==> src/pabm_defs.svh <==
// constants for the port a/b alternate function mux
// assumes inclusion by the package and the mux design file only
`ifndef PABM_DEFS_SVH
`define PABM_DEFS_SVH
// ----------------------------------------
// port geometry
// ----------------------------------------
`define PABM_PORT_WIDTH 8
`define PABM_TIMER_LO_PIN 4
`define PABM_PIN_T0A_T1C 7
`define PABM_PIN_T1B 6
`define PABM_PIN_T1A 5
`define PABM_PIN_T2A 4
// ----------------------------------------
// reset values
// ----------------------------------------
`define PABM_RST_BYTE 8'h00
`endif

==> src/pabm_pkg.sv <==
// types for the port a/b alternate function mux
// assumes pabm_defs.svh sits beside it
`include "pabm_defs.svh"
`default_nettype none
package pabm_pkg;
    // ----------------------------------------
    // types
    // ----------------------------------------
    typedef logic [`PABM_PORT_WIDTH-1:0] pabm_byte_t;
    // mode of the port a pins
    typedef enum logic {PABM_MODE_GPIO, PABM_MODE_XMEM} pabm_mode_t;
endpackage
`default_nettype wire

==> src/pabm_port_mux.sv <==
// pin override logic for ports a and b: external memory bus on a, timers and pin change on b
// assumes port registers, timers and memory interface share clk; pin inputs are asynchronous
//
// Overview of operation
// - port a pin n carries muxed addr/data bit n
// - memory enable overrides pullup, direction, value only
// - xmem driver on during write or address
// - address_active marks address phase on port a
// - pb7 shows timer0 compare a when output
// - pb7 alternatively shows timer1 compare c
// - pb6 shows timer1 compare b when output
// - pb5 shows timer1 compare a when output
// - pb4 shows timer2 compare a when output
// - pb7..pb4 feed pin change sources 7..4
// - pb3..pb1 are spi pins and pin-change sources
// - pb0 is spi select and source 0
// - pullup follows override, else input-latch-allowed rule
// - driver follows direction override, else direction bit
// - value follows override when override enabled, else latch
// - pb7..pb0 input enable forced by mask and group
`include "pabm_defs.svh"
`default_nettype none
module pabm_port_mux
    import pabm_pkg::*;
#(
    parameter int WIDTH = `PABM_PORT_WIDTH
)
(
    input wire logic clk,
    input wire logic rst,
    input wire logic ext_mem_enable,
    input wire logic address_active,
    input wire logic write_strobe,
    input wire logic global_pullup_disable,
    input wire logic sleep_clamp,
    input wire logic [WIDTH-1:0] xmem_addr_low,
    input wire logic [WIDTH-1:0] xmem_data_out,
    output logic [WIDTH-1:0] xmem_data_in,
    input wire logic [WIDTH-1:0] port_a_out_latch,
    input wire logic [WIDTH-1:0] port_a_direction,
    input wire logic [WIDTH-1:0] port_a_pin_in,
    output logic [WIDTH-1:0] port_a_pin_out,
    output logic [WIDTH-1:0] port_a_pin_oe,
    output logic [WIDTH-1:0] port_a_pullup,
    output logic [WIDTH-1:0] port_a_sync_in,
    input wire logic [WIDTH-1:0] port_b_out_latch,
    input wire logic [WIDTH-1:0] port_b_direction,
    input wire logic [WIDTH-1:0] port_b_pin_in,
    output logic [WIDTH-1:0] port_b_pin_out,
    output logic [WIDTH-1:0] port_b_pin_oe,
    output logic [WIDTH-1:0] port_b_pullup,
    output logic [WIDTH-1:0] port_b_sync_in,
    input wire logic timer0_compare_a_en,
    input wire logic timer0_compare_a_out,
    input wire logic timer1_compare_c_en,
    input wire logic timer1_compare_c_out,
    input wire logic timer1_compare_b_en,
    input wire logic timer1_compare_b_out,
    input wire logic timer1_compare_a_en,
    input wire logic timer1_compare_a_out,
    input wire logic timer2_compare_a_en,
    input wire logic timer2_compare_a_out,
    input wire logic [WIDTH-1:0] pin_change_mask,
    input wire logic pin_change_group0_enable,
    output logic [WIDTH-1:0] pin_change_source,
    output logic spi_miso_in,
    output logic spi_mosi_in,
    output logic spi_sck_in,
    output logic spi_select_in,
    output logic [WIDTH-1:0] port_a_input_en,
    output logic [WIDTH-1:0] port_b_input_en
);
    // ----------------------------------------
    // elaboration checks
    // ----------------------------------------
    // pin positions of the timer outputs are fixed at 4..7
    // any other width would leave timer pins dangling or out of range
    if (WIDTH != `PABM_PORT_WIDTH)
    begin : g_width_chk
        $error("pabm_port_mux: WIDTH must be 8");
    end

    // ----------------------------------------
    // generic override resolution
    // ----------------------------------------
    // the three helpers mirror the override cell that every pin carries
    // pullup: override value wins, else input with latch high and pullups allowed
    function automatic logic pabm_pullup(input logic ovr_en, input logic ovr_val, input logic dir,
                                         input logic latch, input logic pull_off);
        pabm_pullup = ovr_en ? ovr_val : (!dir && latch && !pull_off);
    endfunction

    // driver enable: direction override or the direction bit
    function automatic logic pabm_drive(input logic ovr_en, input logic ovr_val, input logic dir);
        pabm_drive = ovr_en ? ovr_val : dir;
    endfunction

    // pin value: override only matters while driving
    function automatic logic pabm_value(input logic ovr_en, input logic ovr_val, input logic latch);
        pabm_value = ovr_en ? ovr_val : latch;
    endfunction

    // ----------------------------------------
    // pin input synchronisers
    // ----------------------------------------
    pabm_byte_t a_meta, a_sync, b_meta, b_sync;
    pabm_byte_t next_a_meta, next_a_sync, next_b_meta, next_b_sync;

    // two stages trade two cycles of latency for metastability margin
    // both stages reset low, so synced outputs read zero until two edges pass
    // the first stage feeds only the second; everything else reads the second
    always_comb
    begin
        next_a_meta = port_a_pin_in;
        next_a_sync = a_meta;
        next_b_meta = port_b_pin_in;
        next_b_sync = b_meta;
    end

    always_ff @(posedge clk or posedge rst)
    begin
        if (rst)
        begin
            a_meta <= `PABM_RST_BYTE;
            a_sync <= `PABM_RST_BYTE;
            b_meta <= `PABM_RST_BYTE;
            b_sync <= `PABM_RST_BYTE;
        end
        else
        begin
            a_meta <= next_a_meta;
            a_sync <= next_a_sync;
            b_meta <= next_b_meta;
            b_sync <= next_b_sync;
        end
    end

    // ----------------------------------------
    // port a: gpio or multiplexed memory bus
    // ----------------------------------------
    pabm_mode_t a_mode;
    logic a_bus_drive;

    // address_active comes from the memory interface, already marking the address phase
    assign a_mode = ext_mem_enable ? PABM_MODE_XMEM : PABM_MODE_GPIO;
    assign a_bus_drive = write_strobe || address_active;

    // both strobes at once is not expected; the value is then the or of both
    // combinational outputs; data path stays registered upstream in the memory interface
    always_comb
    begin
        for (int i = 0; i < WIDTH; i++)
        begin
            port_a_pullup[i] = pabm_pullup(a_mode == PABM_MODE_XMEM,
                                           !a_bus_drive && port_a_out_latch[i] && !global_pullup_disable,
                                           port_a_direction[i], port_a_out_latch[i],
                                           global_pullup_disable);
            port_a_pin_oe[i] = pabm_drive(a_mode == PABM_MODE_XMEM, a_bus_drive,
                                          port_a_direction[i]);
            port_a_pin_out[i] = pabm_value(a_mode == PABM_MODE_XMEM,
                                           (xmem_addr_low[i] && address_active)
                                           || (xmem_data_out[i] && write_strobe),
                                           port_a_out_latch[i]);
        end
    end

    // input enable never overridden on port a: only sleep clamps it
    assign port_a_input_en = {WIDTH{!sleep_clamp}};
    // read data is the synced pad, so the memory interface sees it two edges late
    assign port_a_sync_in = a_sync;
    assign xmem_data_in = a_sync;

    // ----------------------------------------
    // port b: timer outputs and pin change
    // ----------------------------------------
    logic [WIDTH-1:0] b_val_en, b_val;

    // pb3..pb0 keep gpio direction and value: spi overrides are not built here
    // pb7 shares timer0 a and timer1 c; ored like the compare units do
    // software is expected to enable only one of the two units on pb7
    always_comb
    begin
        b_val_en = '0;
        b_val = '0;
        b_val_en[`PABM_PIN_T0A_T1C] = timer0_compare_a_en || timer1_compare_c_en;
        b_val[`PABM_PIN_T0A_T1C] = (timer0_compare_a_en && timer0_compare_a_out)
                                 || (timer1_compare_c_en && timer1_compare_c_out);
        b_val_en[`PABM_PIN_T1B] = timer1_compare_b_en;
        b_val[`PABM_PIN_T1B] = timer1_compare_b_out;
        b_val_en[`PABM_PIN_T1A] = timer1_compare_a_en;
        b_val[`PABM_PIN_T1A] = timer1_compare_a_out;
        b_val_en[`PABM_PIN_T2A] = timer2_compare_a_en;
        b_val[`PABM_PIN_T2A] = timer2_compare_a_out;
    end

    // direction is never overridden, so timers need the direction bit set
    always_comb
    begin
        for (int i = 0; i < WIDTH; i++)
        begin
            port_b_pullup[i] = pabm_pullup(1'b0, 1'b0, port_b_direction[i],
                                           port_b_out_latch[i], global_pullup_disable);
            port_b_pin_oe[i] = pabm_drive(1'b0, 1'b0, port_b_direction[i]);
            port_b_pin_out[i] = pabm_value(b_val_en[i], b_val[i], port_b_out_latch[i]);
            // masked pin change with group0 enabled keeps the input alive through sleep
            port_b_input_en[i] = (pin_change_mask[i] && pin_change_group0_enable)
                                 || !sleep_clamp;
        end
    end

    // edge detection on the pin change sources lives in the interrupt block
    // spi inputs come after the synchroniser like every other consumer
    // every pin feeds its pin change source; spi reads low pins
    assign pin_change_source = b_sync;
    assign port_b_sync_in = b_sync;
    assign spi_miso_in = b_sync[3];
    assign spi_mosi_in = b_sync[2];
    assign spi_sck_in = b_sync[1];
    assign spi_select_in = b_sync[0];
endmodule
`default_nettype wire

==> config.mk <==
export PLATFORM = sky130hd
export DESIGN_NAME = pabm_port_mux
export DESIGN_NICKNAME = d
export VERILOG_FILES = /design/src/pabm_pkg.sv /design/src/pabm_port_mux.sv
export VERILOG_INCLUDE_DIRS = /design/src
export SDC_FILE = /design/constraint.sdc
export NUM_CORES = 1
export LEC_CHECK = 0
export BUFFER_PORTS_ARGS = -buffer_cell sky130_fd_sc_hd__buf_2
export CORE_AREA = 2 2 73 75
export DETAILED_ROUTE_END_ITERATION = 10
export DIE_AREA = 0 0 75 77
export GPL_TIMING_DRIVEN = 0
export PLACE_DENSITY = 0.79
export SKIP_LAST_GASP = 1
export SYNTH_ARGS = -nofsm -noshare
export SYNTH_HDL_FRONTEND = slang
export SYNTH_SLANG_ARGS = --single-unit
==> constraint.sdc <==
create_clock -name clk -period 3.7 [get_ports clk]
set_clock_uncertainty 0.2 [all_clocks]
set_input_delay 0.74 -clock clk [delete_from_list [all_inputs] [get_ports clk]]
set_output_delay 0.74 -clock clk [all_outputs]
set_load 0.01 [all_outputs]
==> Word-level counts from Yosys, hierarchy flattened <==
Cells that the tools add are included.
{ "classes": {"n_reduce_logical": 112, "n_mux": 29} }
{ "op_table": {"columns": ["operator", "n"], "rows": [
  ["1-bit logical AND", 74],
  ["1-bit two-way mux", 29],
  ["1-bit logical NOT", 19],
  ["1-bit logical OR", 19]
]} }
{ "totals": {"wordCells": 145, "output_inout_bits": 100, "ff_bits": 32, "inputBits": 90} }

==> Depth between registers and ports, before layout <==
{ "logic_depth": {"depth_word": 5, "mapped_depth": 4, "mapped_depth_nobuf": 2} }

==> Worst setup path before layout <==
No wires, ideal clock.
{ "synth_timing": {"path_type": "input to output", "startpoint": "input port address_active", "endpoint": "output port port_a_pullup[1]", "setup_slack_ns": 1.251, "n_path_buf": 2, "required_time_ns": 2.760, "arrival_time_ns": 1.509, "cell_stages": 4, "path_cell_list": "buf_6 -> nor3b_4 -> buf_6 -> o211a_1"} }
{ "synth_via": {"elab_chain_len": 5} }
{ "synth_lines": {"columns": ["item", "line", "rtl"], "rows": [
  ["start: declaration", "pabm_port_mux.sv:32", "input wire logic address_active,"],
  ["1-bit logical OR", "pabm_port_mux.sv:146", "assign a_bus_drive = write_strobe || address_active;"],
  ["1-bit logical NOT", "pabm_port_mux.sv:155", "!a_bus_drive && port_a_out_latch[i] && !global_pullup_disable,"],
  ["1-bit logical AND (2 in series)", "pabm_port_mux.sv:155", null],
  ["1-bit two-way mux", "pabm_port_mux.sv:90", "pabm_pullup = ovr_en ? ovr_val : (!dir && latch && !pull_off);"],
  ["end: declaration", "pabm_port_mux.sv:44", "output logic [WIDTH-1:0] port_a_pullup,"]
]} }
Every way passes these cells.

==> Final worst setup path <==
Same ends and word-level chain as after synthesis.

==> impl_metrics.ini <==
[outcome]
run_status = finished, final reports clean

[timing]
final.min_clock_period_ps = 2610
worst_tran_pin_value_ps = 1120
unrepaired_setup_endpoints_after_global_routing = false
final.setup.worst_slack_ps = 1090
maxSlewHeadroom_pct = 25.1
tns_ps = 0
final-hold-violation-count = 0
timing.final.setup_violations = 0
maxClockFrequency_mhz = 383
pins_over_their_slew_limit = 0
min_period_over_period_pct = 70.6

[worst_setup_path]
worst_ep_required_time_ps = 2760
worstPathCellList = buf_6 -> nor3b_4 -> buf_6 -> o211a_1 -> buf_2
startpoint_type = primary input
cpLargestDelayFamily = buffers and inverters
worst_path_max_stage_delay_ps = 340
cp_data_arrival_time_ps = 1670
critical-path-top-cell-by-count = sky130_fd_sc_hd__buf_6
critical_path_buf_inv_count = 3
startpoint_to_endpoint_class_of_the_critical_path = primary input to output port
setup.worst_path.end_class = output port
maximum_fanout_along_the_worst_path = 10
crit_slowest_cell = sky130_fd_sc_hd__nor3b_4

[detailed_routing]
ant_nets = 0
drc_viols = 0
detailedRoute.firstPassIterationCount = 4
post_drt_wl_per_cell_um = 12.1
vias_per_cell = 4.21
detailedRoute.firstIterationViolations = 27
dr_total_vias = 1775
detail_route.wirelength_um = 5110

[clocking]
cts_htree_levels = 2
cts.hold.buffers_added = 0
clock_sinks = 32
clock_slew_at_reported_path_ffs_ps = 60
cts_inserted_buffers = 5
root_buffer = sky130_fd_sc_hd__clkbuf_8
cts_tree = done
postCtsSetupRepairBufs = 0
clkLatencyLatePin_ps = 280
cts_buffer_depth = 2
cts_resized = 0

[yosys]
synth_enable_flop_cells = 0
netlist.area_leader.share_pct = 49.2
yosys-top-cells-count = 40 x sky130_fd_sc_hd__buf_4, 32 x sky130_fd_sc_hd__dfrtp_1, 24 x sky130_fd_sc_hd__nor2_1
unique_cell_type_count_in_the_yosys_netlist = 15
synthTopCellsByArea = sky130_fd_sc_hd__dfrtp_1 49%, sky130_fd_sc_hd__buf_4 18%, sky130_fd_sc_hd__nor2_1 5.5%, sky130_fd_sc_hd__o211a_1 4.9%, sky130_fd_sc_hd__nor3b_1 4.2%
yosysSeqAreaShare_pct = 49.2
synth.ff_latch_count = 32
postSynthCellCount = 161
synth_top_cell_by_area = sky130_fd_sc_hd__dfrtp_1
ys_async_sr_fraction_pct = 100
synth_most_common_cell = sky130_fd_sc_hd__buf_4
synth-warning-count = 0
syn-num-nets = 251
synthesis.area_mm2 = 0.00163
synth_top_flop_cell = sky130_fd_sc_hd__dfrtp_1
synth.avg_cell_area_um2 = 10.1

[layout]
fraction_of_final_layout_cells_sized_beyond_drive_strength_1_pct = 67.9
diodes = 0
area_delta_synth_final_pct = 69.5
final_cell_area_mm2 = 0.00276
nNetsFinal = 441

[global_route]
grt_usage_pct = 17.1
first_global_vias = 1643
grt_max_degree = 33
grt-ovfl-total = 0
grt_antenna_before_repair = 0
grt_pass1_wl_um = 7600

[placed_design]
numPortBuffers = 183
placement.setup.worst_slack_ps = 1100
final_hpwl_dp_um = 4310
place_area_mm2 = 0.00263
place.gp.congestion = 0.786

[power]
worst_ir_drop_vdd_mv = 0.263
power_density_mw_per_mm2 = 349
leakagePower_nw = 1.66

[die]
floorplan.die.width_um = 75
initial_core_util_pct = 32.7
ios = 190
core_region_area_mm2 = 0.00498
full_die_area_mm2 = 0.00578
chipHeight_um = 77
standard_cell_row_count = 26

[run]
maxCapViolations = 0

[min_path]
timing.hold.worst.class = flip-flop to flip-flop
kinds of logic after synthesis:
group                  after synthesis  share of synthesized area [%]
DFF                                 32                           49.2
and+or+nand+nor                     50                           14.5
AOI/OAI and AO/OA                   25                           11.7
buffers and inverters               51                           22.5
muxes                                3                           2.08
per-stage QoR:
step	hold WS, ps	std cells	util, %	power (W)
detailed placement	135	414	52.8	0.000614
global placement	132	414	52.8	0.000610
floorplan	131	161	-	0.000498
global route	156	422	55.4	0.00101
finish	148	422	55.4	0.000963
CTS	149	422	55.4	0.000975
report_power, final:
part	internal (W)	switching, W	leakage, nW
clock network	0.000237	0.000119	0.0645
registers	0.000368	0.00000710	0.373
logic	0.000120	0.000111	1.22
routing by layer:
layer | part of all wire, % | up-vias | global-route usage [%]
met2 | 51 | 107 | 31.1
met4 | 2.1 | 0 | 6.79
li1 | - | 869 | -
met5 | 0 | - | 0
met1 | 35 | 788 | 17.0
met3 | 12 | 11 | 5.78
worst paths after layout:
check	from	end	slack, ps	cells after the start
setup reg to reg	b_meta[1]	pin_change_source[1]	3020	0
max in group asynchronous	rst	b_meta[6]	2090	2
min in group asynchronous	rst	b_meta[3]	540	2
hold reg to reg	a_meta[7]	port_a_sync_in[7]	150	0
setup / recovery	address_active	port_a_pullup[1]	1090	5
hold / removal	a_meta[7]	port_a_sync_in[7]	150	0
cell type report:
type                            count  area (um2)
Buffer                             48         354
Clock buffer                        7        96.3
Clock inverter                      1        30.0
Fill cell                         462        2220
Inverter                            3        11.3
Multi-Input combinational cell     78         460
Sequential cell                    32         801
Tap cell                           70        87.6
Timing Repair Buffer              183         916
flip-flops by register name (all words and copies together), names as in the netlist:
name               cells
a_meta                 8
port_a_sync_in         8
b_meta                 8
pin_change_source      8
layout by cell type, fill, tap and decap left out, drive strengths merged:
cell / Yosys / final
nor3b: 10 / 10
inv: 3 / 3
a21oi: 8 / 8
o211a: 8 / 8
bufinv: 0 / 1
nand2: 16 / 16
mux2: 3 / 3
dfrtp: 32 / 32
clkbuf: 4 / 11
buf: 44 / 227
a22oi: 8 / 8
a221o: 1 / 1
nor2: 24 / 24
(Power assumes the default switching activity.)
